## config.mk

```make
export PLATFORM = sky130hd
export DESIGN_NAME = pmoc_onoff_ctrl
export DESIGN_NICKNAME = d
export VERILOG_FILES = /design/src/verilog/pmoc_fault_latch.v /design/src/verilog/pmoc_onoff_ctrl.v
export VERILOG_INCLUDE_DIRS = /design/src /design/src/verilog
export SDC_FILE = /design/constraint.sdc
export NUM_CORES = 1
export LEC_CHECK = 0
export ABC_AREA = 0
export BUFFER_PORTS_ARGS = -buffer_cell sky130_fd_sc_hd__buf_4
export CAP_MARGIN = 25
export CORE_ASPECT_RATIO = 1.25
export CORE_UTILIZATION = 39
export CTS_CLUSTER_SIZE = 20
export DETAILED_ROUTE_END_ITERATION = 7
export HOLD_SLACK_MARGIN = 0.03
export PLACE_DENSITY = 0.61
export SLEW_MARGIN = 20
export SYNTH_ARGS = -nofsm -noshare
export SYNTH_HDL_FRONTEND = slang
export SYNTH_HIERARCHICAL = 1
export SYNTH_SLANG_ARGS = --single-unit
export TNS_END_PERCENT = 1
```

## constraint.sdc

```tcl
create_clock -name clk -period 4.4 [get_ports clk]
set_clock_uncertainty 0.2 [all_clocks]
set_input_delay 0.44 -clock clk [delete_from_list [all_inputs] [get_ports clk]]
set_output_delay 0.44 -clock clk [all_outputs]
set_load 0.05 [all_outputs]
```

## src/verilog/pmoc_defines.vh

```
// constants for the output on/off command-register block
// assumes inclusion by bare name from the design files
`ifndef PMOC_DEFINES_VH
`define PMOC_DEFINES_VH

// ---------------------------------------------------------------
// command codes
// ---------------------------------------------------------------
`define PMOC_CMD_OPERATION 8'h01
`define PMOC_CMD_ONOFF_CFG 8'h02
`define PMOC_CMD_CLEAR_FAULTS 8'h03

// ---------------------------------------------------------------
// reset values and write masks
// ---------------------------------------------------------------
`define PMOC_OPER_RESET 8'h00
`define PMOC_ONOFF_RESET 8'h17
`define PMOC_ONOFF_FIXED 8'h13
`define PMOC_ONOFF_WR_MASK 8'h0C

// ---------------------------------------------------------------
// field positions
// ---------------------------------------------------------------
`define PMOC_OPER_ON_BIT 7
`define PMOC_OPER_SOFT_BIT 6
`define PMOC_OPER_MARGIN_HI 5
`define PMOC_OPER_MARGIN_LO 2
`define PMOC_OPER_HOT_HI 1
`define PMOC_OPER_HOT_LO 0
`define PMOC_ONOFF_PU_BIT 4
`define PMOC_ONOFF_CMD_BIT 3
`define PMOC_ONOFF_CP_BIT 2
`define PMOC_ONOFF_PL_BIT 1
`define PMOC_ONOFF_SP_BIT 0

// ---------------------------------------------------------------
// field encodings
// ---------------------------------------------------------------
`define PMOC_MARGIN_LOW_IGN 4'h5
`define PMOC_MARGIN_LOW_ACT 4'h6
`define PMOC_MARGIN_HIGH_IGN 4'h9
`define PMOC_MARGIN_HIGH_ACT 4'hA
`define PMOC_HOT_ON_CODE 2'h1

// ---------------------------------------------------------------
// timing counts
// ---------------------------------------------------------------
`define PMOC_PU_SETTLE 2'h3

`endif

```

## src/verilog/pmoc_fault_latch.v

```verilog
// sticky fault status bits with clear command and alert level
// assumes condition inputs come from logic on the same clock
`timescale 1ns/1ps
module pmoc_fault_latch #(
    parameter WIDTH = 4
) (
    // clock and reset
    input wire clk,
    input wire rstn,
    // condition levels and clear strobe
    input wire [WIDTH-1:0] cond,
    input wire clear,
    // status and alert
    output reg [WIDTH-1:0] status_q,
    output wire alert
);

reg [WIDTH-1:0] cond_q;
wire [WIDTH-1:0] cond_rise;
reg [WIDTH-1:0] status_d;

assign cond_rise = cond & ~cond_q;

// ---------------------------------------------------------------
// status update
// ---------------------------------------------------------------
// a fresh rising condition in the clear cycle survives the clear;
// a standing condition is set again one cycle later, so the alert
// drops for one cycle and then re-announces the fault
always @* begin
    if (clear) begin
        status_d = cond_rise;
    end else begin
        status_d = status_q | cond;
    end
end

always @(posedge clk) begin
    if (!rstn) begin
        status_q <= {WIDTH{1'b0}};
        cond_q <= {WIDTH{1'b0}};
    end else begin
        status_q <= status_d;
        cond_q <= cond;
    end
end

assign alert = |status_q;

endmodule

```

## src/verilog/pmoc_onoff_ctrl.v

```verilog
// output on/off command registers, margin select, hot alarm, faults
// assumes a decoded command port from the bus framer on clk;
// pins and straps are asynchronous and are synchronised here
//
// Contract
// - address from four-bit select pin, sixteen choices
// - straps give defaults; host overwrites after power-up
// - on request needs bus-command gate set
// - enable needs vin ok, gate, pin rule
// - soft-off bit always reads zero
// - margin field decodes off, low, high
// - margin low/high loads matching target level
// - hot code 01 raises alarm on warning
// - power-up action bit always reads one
// - bus-command gate, reset zero, gates request
// - pin gate, reset one, selects pin use
// - polarity reads one, pin active high
// - shutdown rate reads one, immediate off
// - clear-faults clears status, drops alert
// - clear-faults never restarts latched-off unit
// - standing fault sets again, alerts again
`timescale 1ns/1ps
`include "pmoc_defines.vh"
module pmoc_onoff_ctrl #(
    parameter FAULT_W = 4,
    parameter [FAULT_W-1:0] LATCH_MASK = 4'hF,
    parameter [6:0] ADDR_BASE = 7'h50,
    parameter LEVEL_W = 8
) (
    // clock and reset
    input wire clk,
    input wire rstn,
    // pins and straps
    input wire [3:0] address_select_pin,
    input wire enable_pin,
    input wire vin_above_uvlo,
    input wire strap_mode,
    input wire strap_cmd_gate,
    input wire strap_pin_control_gate,
    input wire [1:0] strap_hot_on_iin,
    // decoded command port
    input wire cmd_valid,
    input wire cmd_write,
    input wire cmd_has_data,
    input wire [7:0] cmd_code,
    input wire [7:0] cmd_wdata,
    output reg rsp_valid_q,
    output reg [7:0] rsp_rdata_q,
    output reg cmd_reject_q,
    // fault and warning conditions
    input wire [FAULT_W-1:0] fault_cond,
    input wire input_current_warn_hit,
    // output levels
    input wire [LEVEL_W-1:0] vout_nominal,
    input wire [LEVEL_W-1:0] margin_low_level,
    input wire [LEVEL_W-1:0] margin_high_level,
    // block outputs
    output reg [6:0] slave_addr_q,
    output reg power_up_done_q,
    output reg output_enable_q,
    output reg latched_off_q,
    output reg [LEVEL_W-1:0] vout_target_q,
    output reg margin_act_on_fault_q,
    output reg regulator_hot_alarm_q,
    output wire [FAULT_W:0] fault_status,
    output wire alert_output
);

// ---------------------------------------------------------------
// pin synchroniser
// ---------------------------------------------------------------
localparam SYNC_W = 11;

reg [SYNC_W-1:0] sync1_q;
reg [SYNC_W-1:0] sync2_q;

always @(posedge clk) begin
    if (!rstn) begin
        sync1_q <= {SYNC_W{1'b0}};
        sync2_q <= {SYNC_W{1'b0}};
    end else begin
        sync1_q <= {address_select_pin, enable_pin, vin_above_uvlo, strap_mode,
                    strap_cmd_gate, strap_pin_control_gate, strap_hot_on_iin};
        sync2_q <= sync1_q;
    end
end

wire [3:0] addr_pin_s;
wire en_pin_s;
wire vin_ok_s;
wire strap_mode_s;
wire strap_cmd_s;
wire strap_cp_s;
wire [1:0] strap_hot_s;

assign addr_pin_s = sync2_q[10:7];
assign en_pin_s = sync2_q[6];
assign vin_ok_s = sync2_q[5];
assign strap_mode_s = sync2_q[4];
assign strap_cmd_s = sync2_q[3];
assign strap_cp_s = sync2_q[2];
assign strap_hot_s = sync2_q[1:0];

// ---------------------------------------------------------------
// functions
// ---------------------------------------------------------------
// margin decode: 2'd0 off, 2'd1 low, 2'd2 high; unlisted codes stay off
function [1:0] margin_kind;
    input [3:0] code;
    begin
        case (code)
            `PMOC_MARGIN_LOW_IGN, `PMOC_MARGIN_LOW_ACT: margin_kind = 2'h1;
            `PMOC_MARGIN_HIGH_IGN, `PMOC_MARGIN_HIGH_ACT: margin_kind = 2'h2;
            default: margin_kind = 2'h0;
        endcase
    end
endfunction

function margin_acts;
    input [3:0] code;
    begin
        margin_acts = (code == `PMOC_MARGIN_LOW_ACT) ||
                      (code == `PMOC_MARGIN_HIGH_ACT);
    end
endfunction

// ---------------------------------------------------------------
// power-up sequence
// ---------------------------------------------------------------
// wait for the synchroniser to fill before straps are trusted
localparam PU_WAIT = 1'b0;
localparam PU_DONE = 1'b1;

reg pu_state_q;
reg [1:0] pu_cnt_q;
wire pu_capture;

assign pu_capture = (pu_state_q == PU_WAIT) && (pu_cnt_q == `PMOC_PU_SETTLE);

always @(posedge clk) begin
    if (!rstn) begin
        pu_state_q <= PU_WAIT;
        pu_cnt_q <= 2'h0;
        power_up_done_q <= 1'b0;
        slave_addr_q <= 7'h00;
    end else begin
        case (pu_state_q)
            PU_WAIT: begin
                pu_cnt_q <= pu_cnt_q + 2'h1;
                if (pu_capture) begin
                    pu_state_q <= PU_DONE;
                    power_up_done_q <= 1'b1;
                    slave_addr_q <= {ADDR_BASE[6:4], addr_pin_s};
                end
            end
            PU_DONE: begin
                pu_cnt_q <= pu_cnt_q;
            end
            default: begin
                pu_state_q <= PU_WAIT;
            end
        endcase
    end
end

// ---------------------------------------------------------------
// command decode
// ---------------------------------------------------------------
wire is_oper;
wire is_onoff;
wire is_clear;
wire wr_ok;
wire wr_oper;
wire wr_onoff;
wire clear_faults;
wire rd_req;
wire bad_cmd;

assign is_oper = (cmd_code == `PMOC_CMD_OPERATION);
assign is_onoff = (cmd_code == `PMOC_CMD_ONOFF_CFG);
assign is_clear = (cmd_code == `PMOC_CMD_CLEAR_FAULTS);
// writes before power-up would fight the strap capture
assign wr_ok = cmd_valid && cmd_write && cmd_has_data && power_up_done_q;
assign wr_oper = wr_ok && is_oper;
assign wr_onoff = wr_ok && is_onoff;
// clear-faults is a bare command; a data byte makes it invalid
assign clear_faults = cmd_valid && cmd_write && !cmd_has_data && is_clear;
assign rd_req = cmd_valid && !cmd_write && (is_oper || is_onoff);
assign bad_cmd = cmd_valid && !clear_faults && !rd_req && !wr_oper && !wr_onoff;

// ---------------------------------------------------------------
// operation and on/off configuration registers
// ---------------------------------------------------------------
reg on_req_q;
reg [3:0] margin_q;
reg [1:0] hot_q;
reg cmd_gate_q;
reg pin_gate_q;
wire [7:0] oper_view;
wire [7:0] onoff_view;
wire [7:0] oper_reset_img;
wire [7:0] onoff_reset_img;
wire [7:0] onoff_wdata;

// reset images sliced per field so each register gets exactly its bits
assign oper_reset_img = `PMOC_OPER_RESET;
assign onoff_reset_img = `PMOC_ONOFF_RESET;
// fixed bits are masked off before they can reach a register
assign onoff_wdata = cmd_wdata & `PMOC_ONOFF_WR_MASK;

always @(posedge clk) begin
    if (!rstn) begin
        on_req_q <= oper_reset_img[`PMOC_OPER_ON_BIT];
        margin_q <= oper_reset_img[`PMOC_OPER_MARGIN_HI:`PMOC_OPER_MARGIN_LO];
        hot_q <= oper_reset_img[`PMOC_OPER_HOT_HI:`PMOC_OPER_HOT_LO];
        cmd_gate_q <= onoff_reset_img[`PMOC_ONOFF_CMD_BIT];
        pin_gate_q <= onoff_reset_img[`PMOC_ONOFF_CP_BIT];
    end else if (pu_capture && strap_mode_s) begin
        cmd_gate_q <= strap_cmd_s;
        pin_gate_q <= strap_cp_s;
        hot_q <= strap_hot_s;
    end else begin
        if (wr_oper) begin
            on_req_q <= cmd_wdata[`PMOC_OPER_ON_BIT];
            margin_q <= cmd_wdata[`PMOC_OPER_MARGIN_HI:`PMOC_OPER_MARGIN_LO];
            hot_q <= cmd_wdata[`PMOC_OPER_HOT_HI:`PMOC_OPER_HOT_LO];
        end
        if (wr_onoff) begin
            // only the two gate bits take host data
            cmd_gate_q <= onoff_wdata[`PMOC_ONOFF_CMD_BIT];
            pin_gate_q <= onoff_wdata[`PMOC_ONOFF_CP_BIT];
        end
    end
end

// read images built bit by bit; fixed bits are plain constants
assign oper_view[`PMOC_OPER_ON_BIT] = on_req_q;
assign oper_view[`PMOC_OPER_SOFT_BIT] = 1'b0;
assign oper_view[`PMOC_OPER_MARGIN_HI:`PMOC_OPER_MARGIN_LO] = margin_q;
assign oper_view[`PMOC_OPER_HOT_HI:`PMOC_OPER_HOT_LO] = hot_q;

assign onoff_view[7:5] = 3'h0;
assign onoff_view[`PMOC_ONOFF_PU_BIT] = 1'b1;
assign onoff_view[`PMOC_ONOFF_CMD_BIT] = cmd_gate_q;
assign onoff_view[`PMOC_ONOFF_CP_BIT] = pin_gate_q;
assign onoff_view[`PMOC_ONOFF_PL_BIT] = 1'b1;
assign onoff_view[`PMOC_ONOFF_SP_BIT] = 1'b1;

// ---------------------------------------------------------------
// command answers
// ---------------------------------------------------------------
always @(posedge clk) begin
    if (!rstn) begin
        rsp_valid_q <= 1'b0;
        rsp_rdata_q <= 8'h00;
        cmd_reject_q <= 1'b0;
    end else begin
        rsp_valid_q <= rd_req;
        // a refused command only pulses the reject flag
        cmd_reject_q <= bad_cmd;
        if (rd_req) begin
            rsp_rdata_q <= is_oper ? oper_view : onoff_view;
        end
    end
end

// ---------------------------------------------------------------
// fault status and alert
// ---------------------------------------------------------------
pmoc_fault_latch #(
    .WIDTH(FAULT_W + 1)
) u_faults (
    .clk(clk),
    .rstn(rstn),
    .cond({input_current_warn_hit, fault_cond}),
    .clear(clear_faults),
    .status_q(fault_status),
    .alert(alert_output)
);

// ---------------------------------------------------------------
// output enable and latch-off
// ---------------------------------------------------------------
wire bus_on;
wire pin_ok;
wire enable_req;
wire latch_hit;

assign bus_on = on_req_q && cmd_gate_q;
// pin is active high; a clear pin gate leaves the pin unread
assign pin_ok = !pin_gate_q || en_pin_s;
assign enable_req = bus_on && vin_ok_s && pin_ok && power_up_done_q;
assign latch_hit = |(fault_cond & LATCH_MASK);

always @(posedge clk) begin
    if (!rstn) begin
        latched_off_q <= 1'b0;
        output_enable_q <= 1'b0;
    end else begin
        // only dropping the request releases the latch, never a clear
        if (latch_hit && output_enable_q) begin
            latched_off_q <= 1'b1;
        end else if (!enable_req) begin
            latched_off_q <= 1'b0;
        end
        // off takes effect on the next edge, no ramp down
        output_enable_q <= enable_req && !latched_off_q && !latch_hit;
    end
end

// ---------------------------------------------------------------
// margin target
// ---------------------------------------------------------------
always @(posedge clk) begin
    if (!rstn) begin
        vout_target_q <= {LEVEL_W{1'b0}};
        margin_act_on_fault_q <= 1'b0;
    end else begin
        case (margin_kind(margin_q))
            2'h1: vout_target_q <= margin_low_level;
            2'h2: vout_target_q <= margin_high_level;
            default: vout_target_q <= vout_nominal;
        endcase
        margin_act_on_fault_q <= margin_acts(margin_q);
    end
end

// ---------------------------------------------------------------
// hot alarm
// ---------------------------------------------------------------
wire hot_armed;

assign hot_armed = (hot_q == `PMOC_HOT_ON_CODE);

always @(posedge clk) begin
    if (!rstn) begin
        regulator_hot_alarm_q <= 1'b0;
    end else begin
        regulator_hot_alarm_q <= input_current_warn_hit && hot_armed;
    end
end

endmodule
```

Word-level counts from Yosys, hierarchy flattened
Index checks and enable logic that the tools add are counted.
{ "op_classes": {"add_sub_neg": 1, "eq_ne": 12, "mux": 16, "n_bitwise": 5, "reduce_logical": 43} }
{ "op_table": {"columns": ["operator", "n"], "rows": [
  ["$logic_and 1x1->1", 23],
  ["$eq 8x2->1 const B", 2],
  ["$pmux 8 s2", 1],
  ["$logic_not 1->1", 9],
  ["$eq 4x3->1 const B", 2],
  ["$eq 4x4->1 const B", 2],
  ["$eq 8x1->1 const B", 1],
  ["$mux 1", 8],
  ["$mux 2", 4],
  ["$mux 8", 1],
  ["$and 5x5->5", 1],
  ["$mux 5", 1],
  ["$not 5->5", 1],
  ["$or 5x5->5", 1],
  ["$reduce_or 5->1", 1],
  ["$eq 2x1->1 const B", 2],
  ["$eq 2x2->1 const B", 2],
  ["$pmux 2 s2", 1],
  ["$reduce_and 2->1", 2],
  ["$reduce_bool 2->1", 2],
  ["$reduce_or 2->1", 2],
  ["$reduce_or 4->1", 1],
  ["$logic_or 1x1->1", 3],
  ["$add 2x1->2 const B", 1],
  ["2 further kinds", 3]
]} }
{ "word_totals": {"ff_bits": 72, "out_inout_bits": 36, "wordCells": 98} }

Longest topological paths before layout
Gate-level depths: netlist of the first run.
{ "depth": {"ltp_word": 8, "ltp_mapped": 8, "depth_no_buf": 7} }

Modules after synthesis
The synthesis of the first run kept the hierarchy.
{ "by_module_without_submodules": {"columns": ["module", "n_inst", "cells_each", "area_each_um2", "seq_area_each_um2"], "rows": [
  ["pmoc_onoff_ctrl", 1, 238, 2377.3, 1201.2],
  ["pmoc_fault_latch", 1, 35, 346.6, 200.2]
]} }

Worst setup path after synthesis of the first run
No wires, ideal clock.
{ "synth_path": {"path_type": "input to register", "startpoint": "input cmd_code[3]", "endpoint": "register margin_q[0]", "setup_ps": 116, "arrival_ps": 1815, "required_time_ps": 4084, "setup_slack_ps": 2269, "cell_stages": 5, "path_buffers": 1, "path_cell_list": "or4_4 > buf_6 > nor4b_4 > mux2i_1 > nor2b_1"} }
{ "synth_between": {"elab_chain_cells": 3} }
{ "synth_lines": {"columns": ["element", "line", "rtl"], "rows": [
  ["from (decl)", "pmoc_onoff_ctrl.v:45", "input wire [7:0] cmd_code,"],
  ["$eq 8x1->1 (no line)", null, null],
  ["$logic_and 1x1->1", "pmoc_onoff_ctrl.v:184", "assign wr_oper = wr_ok && is_oper;"],
  ["$reduce_and 2->1 (no line)", null, null],
  ["to (signal assigned)", "pmoc_onoff_ctrl.v:214", "margin_q <= oper_reset_img[`PMOC_OPER_MARGIN_HI:`PMOC_OPER_MARGIN_LO];"],
  ["to (signal assigned)", "pmoc_onoff_ctrl.v:225", "margin_q <= cmd_wdata[`PMOC_OPER_MARGIN_HI:`PMOC_OPER_MARGIN_LO];"],
  ["to (decl)", "pmoc_onoff_ctrl.v:195", "reg [3:0] margin_q;"]
]} }
No other way between the ends.
A chain may end at the register's enable or synchronous reset.

Worst setup path after layout of the first run
{ "layout_path": {"startpoint": "input cmd_code[3]", "endpoint": "register rsp_rdata_q[2]"} }
{ "layout_between": {"elab_chain_cells": 3} }
{ "layout_lines": {"columns": ["element", "line", "rtl"], "rows": [
  ["$eq 8x1->1 (no line) / $eq 8x2->1 (equally long branches)", null, null],
  ["$logic_or 1x1->1", "pmoc_onoff_ctrl.v:188", "assign rd_req = cmd_valid && !cmd_write && (is_oper || is_onoff);"],
  ["$logic_and 1x1->1", "pmoc_onoff_ctrl.v:188", null],
  ["to (signal assigned)", "pmoc_onoff_ctrl.v:262", "rsp_rdata_q <= is_oper ? oper_view : onoff_view;"],
  ["to (decl)", "pmoc_onoff_ctrl.v:48", "output reg [7:0] rsp_rdata_q,"]
]} }
Several ways; a longest one is shown, not always the timed one.

==> impl_metrics.tcl, run 1 <==
set metrics [dict create \
    drt-pass1-iter-count 4 \
    switching_share_pct 25.9 \
    path_buf_inv 2 \
    drc 0 \
    p_int_w 0.000952 \
    cts_tree "yes" \
    antenna_found_initial 0 \
    maxCapViolations 0 \
    yosys.area.top_type "dfxtp_1" \
    power_frac_clock_pct 33.9 \
    met3_usage_pct 6.12 \
    dpl.hpwl_mm 3.96 \
    syn_area_per_cell_um2 9.98 \
    fmax_mhz 454 \
    clkTransAtPathRegs_ns 0.07 \
    combPwrFrac_pct 13.5 \
    drt_wl_total_mm 5.65 \
    cpPeakStageDelay_ns 0.61 \
    drtAntennaViolNets 0 \
    yosysWarnings 6 \
    synth_top_area_share_pct 51.4 \
    coreArea_mm2 0.00665 \
    die_h_um 95.4 \
    peakVddDrop_v 0.000191 \
    powerDensity_mw_per_mm2 356 \
    synthTopCellsByCount "dfxtp_1, and2_1, o21ai_0, nand2_1, mux2i_1" \
    arrival_ns 2.26 \
    slew_headroom_pct 56.8 \
    critPathCaptureType "flip-flop" \
    postCtsSetupBuffers 0 \
    vias 2104 \
    hp-class "input pin to flip-flop" \
    cts_sinks 70 \
    hold_violations 0 \
    placed_cells_incl_taps 438 \
    tns_ns 0 \
    overflow 0 \
    syn_area_mm2 0.00272 \
    fin_cells 452 \
    yosysSeqAreaShare_pct 51.4 \
    cp-start-kind "input pin" \
    pwr-share-seq_pct 52.6 \
    ctsHoldBuffers 0 \
    hp-start "address_select_pin[3]" \
    gr-usage-all-layers_pct 16.6 \
    critPathSlowestCell "or4_4" \
    clockRootBuffer "clkbuf_8" \
    nets 426 \
    crit_path_start "cmd_code[3]" \
    path_cells "buf_4, or4_4, nor4_1, buf_4, o21ai_0, a21oi_1" \
    worstMarginPinSlew_ns 0.641 \
    die_x_um 76.8 \
    worstSetupPathType "input pin to flip-flop" \
    antenna_cells 0 \
    p_leak_nw 1.53 \
    grtUsageMet2_pct 27.5 \
    cts_buffer_depth 2 \
    p_sw_w 0.000333 \
    ys_types 41 \
    crit_path_max_fanout 8 \
    r2r-start "pu_cnt_q[0]" \
    power_w 0.00129 \
    gp_congestion 0.751 \
    synth-edff-count 0 \
    finalSetupViolCount 0 \
    grt_pass1_vias 1982 \
    period_share_pct 50.1 \
    initial_utilization_pct 41.0 \
    slew_violations 0 \
    cts_resized 0 \
    wl_per_cell_um 12.5 \
    ys.flop_type "dfxtp_1" \
    grtUsageMet1_pct 19.0 \
    io_pins 97 \
    layout-drive-gt1-share_pct 31.8 \
    drt-initial-drc-count 76 \
    die_area_mm2 0.00732 \
    status "finished, final reports clean" \
    crit_required_ns 4.46 \
    grt_max_degree 73 \
    synth-seq-cells 70 \
    busiest_layer "met2" \
    area_growth_pct 32.5 \
    numCtsBuffers 9 \
    grt_first_pass_wirelength_mm 9.24 \
    viasPerCell 4.65 \
    critPathMostFrequentCell "buf_4" \
    io_buffers 93 \
    critical_path.top_delay_family "simple AND/OR/NAND/NOR gates" \
    rows 33 \
    htreeDepth 3 \
    syn-instance-count 273 \
    rsz0062_at_grt "no" \
    finalCoreUtilization_pct 54.3 \
    insertion_delay_ns 0.33 \
    min_period_ns 2.20 \
    yosysMostFrequentCell "dfxtp_1" \
    async_reset_ff_share_pct 0 \
    synth.area.top_cells "dfxtp_1, and2_1, mux2i_1, o21ai_0, nor2b_1" \
]
worst reg2reg max path: stages (launching register included):
cell and delay (ns):
dfxtp_1 0.32, ha_1 0.22, nand3b_1 0.28, nor4b_4 0.51, mux2i_1 0.24, nor2b_1 0.06
flip-flops by register name (all words and copies together) (netlist names), 2 cells and up:
| signal | cells |
|---|---|
| sync1_q | 11 |
| sync2_q | 11 |
| vout_target_q | 8 |
| rsp_rdata_q | 7 |
| u_faults/cond_q | 5 |
| u_faults/status_q | 5 |
| margin_q | 4 |
| slave_addr_q | 4 |
| hot_q | 2 |
| pu_cnt_q | 2 |
kinds of logic (layout without fill, tap and decap cells):
logic type / count (synthesis) / in the layout / synth area share, %
DFF: 70 / 70 / 51.4
other: 1 / 2 / 0.138
buffers and inverters: 21 / 112 / 4.04
muxes: 16 / 16 / 5.88
xor gates and xnor gates: 5 / 5 / 1.61
adders and majority gates: 3 / 3 / 1.38
AOI/OAI and AO/OA: 42 / 42 / 9.19
and+or+nand+nor: 115 / 115 / 26.3
path summary, 6_finish.rpt:
check,end,slack (ns),depth (start not counted)
max,rsp_rdata_q[2],2.20,6
min,sync1_q[10],0.12,2
max reg2reg,margin_q[1],2.46,5
min reg2reg,sync2_q[6],0.23,1
layout make-up:
cell class,count,area [um2]
Fill cell,642,3040
Sequential cell,70,1400
Multi-Input combinational cell,183,1220
Timing Repair Buffer,94,706
Clock buffer,10,138
Tap cell,87,109
Clock inverter,4,25.0
Inverter,4,15.0
layer usage:
metal,wire length [um],up-vias
met4,44,0
met1,2460,944
met5,0,-
li1,-,1097
met2,2780,61
met3,363,2
per-stage QoR:
| step | hold WS (ns) | cell area, um2 | setup slack (ns) |
|---|---|---|---|
| 2_1_floorplan | 0.212 | 2730 | 2.27 |
| 3_3_place_gp | 0.215 | 3450 | 1.86 |
| 3_5_place_dp | 0.219 | 3450 | 1.82 |
| 4_1_cts | 0.0954 | 3610 | 2.18 |
| 5_1_grt | 0.0896 | 3610 | 2.05 |
| 6_report | 0.116 | 3610 | 2.20 |
layout by cell type (no fill, tap or decap), types with 3 or more instances in the layout:
cell / count
buf_4: 94
dfxtp_1: 70
and2_1: 36
o21ai_0: 19
nand2_1: 18
mux2i_1: 16
nor2_1: 12
nor2b_1: 11
clkbuf_8: 10
a22oi_1: 8
nand3b_1: 7
nand2b_1: 6
a21oi_1: 6
xnor2_1: 4
inv_1: 4
and4b_1: 3
nor4_1: 3
nor3_1: 3
a21boi_0: 3
ha_1: 3
power by group through the flow:
stage | logic, W | registers [W] | clock network, W
detailed placement | 0.000174 | 0.000691 | 0
finish | 0.000173 | 0.000676 | 0.000436
global placement | 0.000172 | 0.000690 | 0
floorplan | 0.0000694 | 0.000725 | 0
CTS | 0.000175 | 0.000676 | 0.000451
global route | 0.000189 | 0.000679 | 0.000485
No activity file was read; power rests on OpenSTA's default activity.
==> inputs of run 2 (changes only) <==
--- a/config.mk
+++ b/config.mk
@@ -6,7 +6,7 @@
 export SDC_FILE = /design/constraint.sdc
 export NUM_CORES = 1
 export LEC_CHECK = 0
-export ABC_AREA = 0
+export ABC_AREA = 1
 export BUFFER_PORTS_ARGS = -buffer_cell sky130_fd_sc_hd__buf_4
 export CAP_MARGIN = 25
 export CORE_ASPECT_RATIO = 1.25
==> constraint.sdc (replaced) <==
create_clock -name clk -period 2.21 [get_ports clk]
set_clock_uncertainty 0.2 [all_clocks]
set_input_delay 0.221 -clock clk [delete_from_list [all_inputs] [get_ports clk]]
set_output_delay 0.221 -clock clk [all_outputs]
set_load 0.05 [all_outputs]
==> run 2 against run 1 <==
Effect of this change: core utilization up 6.7 points; hold slack worse by 0.059 ns; highest routed layer unchanged; largest power group unchanged; non-clock buffer count rose by 48.
==> impl_metrics.tcl, run 2 <==
set metrics [dict create \
    busiest_layer "met2" \
    final_cell_mix "buf_4, nand2_1, dfxtp_1, inv_1, nor2_1" \
    gr-usage-all-layers_pct 18.6 \
    drt-pass1-iter-count 5 \
    cts_sinks 70 \
    drtAntennaViolNets 0 \
    status "finished, final reports clean" \
    htreeDepth 3 \
    wl_per_cell_um 10.7 \
    ys_types 27 \
    arrival_ns 1.87 \
    yosysWarnings 6 \
    synth-edff-count 0 \
    vias 2735 \
    overflow 0 \
    viasPerCell 4.44 \
    worstSetupPathType "flip-flop to flip-flop" \
    drt-initial-drc-count 85 \
    finalSetupViolCount 0 \
    critical_path.top_delay_family "adder cells" \
    yosys.area.top_type "dfxtp_1" \
    initial_utilization_pct 40.4 \
    synth.area.top_cells "dfxtp_1, nand2_1, inv_1, nor2_1, a21oi_1" \
    maxCapViolations 0 \
    die_area_mm2 0.00757 \
    cpPeakStageDelay_ns 0.43 \
    yosysMostFrequentCell "nand2_1" \
    clkTransAtPathRegs_ns 0.07 \
    syn_area_mm2 0.00282 \
    crit_path_max_fanout 9 \
    numCtsBuffers 9 \
    drt_wl_total_mm 6.60 \
    ys.flop_type "dfxtp_1" \
    nFillCells 646 \
    powerDensity_mw_per_mm2 684 \
    rsz0062_at_grt "no" \
    die_h_um 97.1 \
    critPathSlowestCell "ha_1" \
    grt_first_pass_wirelength_mm 11.1 \
    cts_resized 0 \
    p_leak_nw 2.25 \
    synthTopCellsByCount "nand2_1, dfxtp_1, inv_1, nor2_1, a21oi_1" \
    hold_violations 0 \
    final_common_cell "buf_4" \
    io_buffers 93 \
    grt_pass1_vias 2601 \
    min_period_ns 1.84 \
    cts_tree "yes" \
    nets 585 \
    cts_buffer_depth 2 \
    drc 0 \
    slew_violations 0 \
    async_reset_ff_share_pct 0 \
    path_buf_inv 3 \
    final.setup.worst_slack_ns 0.366 \
    io_pins 97 \
    antenna_found_initial 0 \
    die_x_um 78.0 \
    synth-seq-cells 70 \
    syn_area_per_cell_um2 7.40 \
    syn-instance-count 381 \
    yosysSeqAreaShare_pct 49.7 \
    coreArea_mm2 0.00698 \
    top_regs "sync1_q: 11 flops, sync2_q: 11 flops, vout_target_q: 8 flops" \
    area_growth_pct 51.0 \
    period_share_pct 83.4 \
    met3_usage_pct 3.00 \
    insertion_delay_ns 0.34 \
    antenna_cells 0 \
    fmax_mhz 542 \
    critPathCaptureType "flip-flop" \
    peakVddDrop_v 0.000423 \
    dpl.hpwl_mm 4.43 \
    hold_slack_ns 0.0572 \
    crit_required_ns 2.23 \
    synth_top_area_share_pct 49.7 \
    layout-drive-gt1-share_pct 24.0 \
    rows 34 \
    grt_max_degree 37 \
    path_cells "inv_1, nand2_1, nand2_1, nand2_1, inv_1, ha_1, inv_1, o21ai_0, a21oi_1" \
    grtUsageMet1_pct 20.6 \
    dp_slack_ns 0.393 \
    grtUsageMet2_pct 34.4 \
    tns_ns 0 \
    gp_congestion 0.820 \
    clockRootBuffer "clkbuf_8" \
    hp-class "input pin to flip-flop" \
    cp-start-kind "flip-flop" \
]
[run 2: cell types whose count changed in the layout (fill, tap and decap cells not counted), moves of 16 or more]
cell	change
mux2i_1	-16
nor2_1	+39
a21oi_1	+26
nand2_1	+72
inv_1	+60
and2_1	-36
dlygate4sd3_1	+48
[run 2: layout make-up]
cell class	count	area [um2]	share of cell area, %
multi-input cells	233	1090	25.6
well taps	90	113	2.65
clock inverters	7	96.3	2.26
repair buffers	142	1190	27.9
inverters	65	244	5.73
clock buffers	9	124	2.91
flip-flops and latches	70	1400	32.9
[run 2: kinds of logic (layout without fill, tap and decap cells)]
group | Yosys count | after routing | synth area share [%]
buffers and inverters | 79 | 223 | 11.7
AND/OR/NAND/NOR | 173 | 173 | 27.3
other | 1 | 2 | 0.133
flip-flops | 70 | 70 | 49.7
AO/OA/AOI/OAI | 55 | 55 | 9.76
adder cells (fa/ha/maj) | 3 | 3 | 1.33
[run 2: metal layers]
layer / routed length (um) / vias to the layer above
li1: - / 1435
met5: 0 / -
met4: 102 / 0
met2: 3300 / 79
met1: 2890 / 1210
met3: 307 / 11
[run 2: final timing paths]
| path | from | end | slack, ns | depth (start not counted) |
|---|---|---|---|---|
| max | margin_q[0] | vout_target_q[7] | 0.37 | 9 |
| min | cmd_wdata[1] | hot_q[1] | 0.06 | 5 |
| max reg2reg | margin_q[0] | vout_target_q[7] | 0.37 | 9 |
| min reg2reg | sync1_q[8] | sync2_q[8] | 0.21 | 2 |
[run 2: timing repair]
item                      4_1_cts  5_1_grt
hold buffers                   48        0
hold endpoints to repair       38        0
buffers inserted                0        0
[run 2: worst reg2reg max path: stages (launching register included)]
cell     delay, ns
dfxtp_1       0.33
inv_1         0.06
nand2_1       0.07
nand2_1       0.08
nand2_1       0.09
inv_1         0.05
ha_1          0.43
inv_1         0.18
o21ai_0       0.19
a21oi_1       0.05
[run 2: stage by stage]
stage	cells	cell area (um2)	util, %	total power (W)
2_1_floorplan	382	2820	-	0.00160
3_3_place_gp	552	3550	51.0	0.00175
3_5_place_dp	552	3550	51.0	0.00175
4_1_cts	616	4260	61.0	0.00294
5_1_grt	616	4260	61.0	0.00306
6_report	616	4260	61.0	0.00291
[run 2: report_power, final]
group          internal [W]  switching (W)  leakage, nW
Sequential          0.00132      0.0000274        0.575
Combinational      0.000199       0.000244         1.57
Clock              0.000636       0.000484        0.102
Total               0.00216       0.000755         2.25
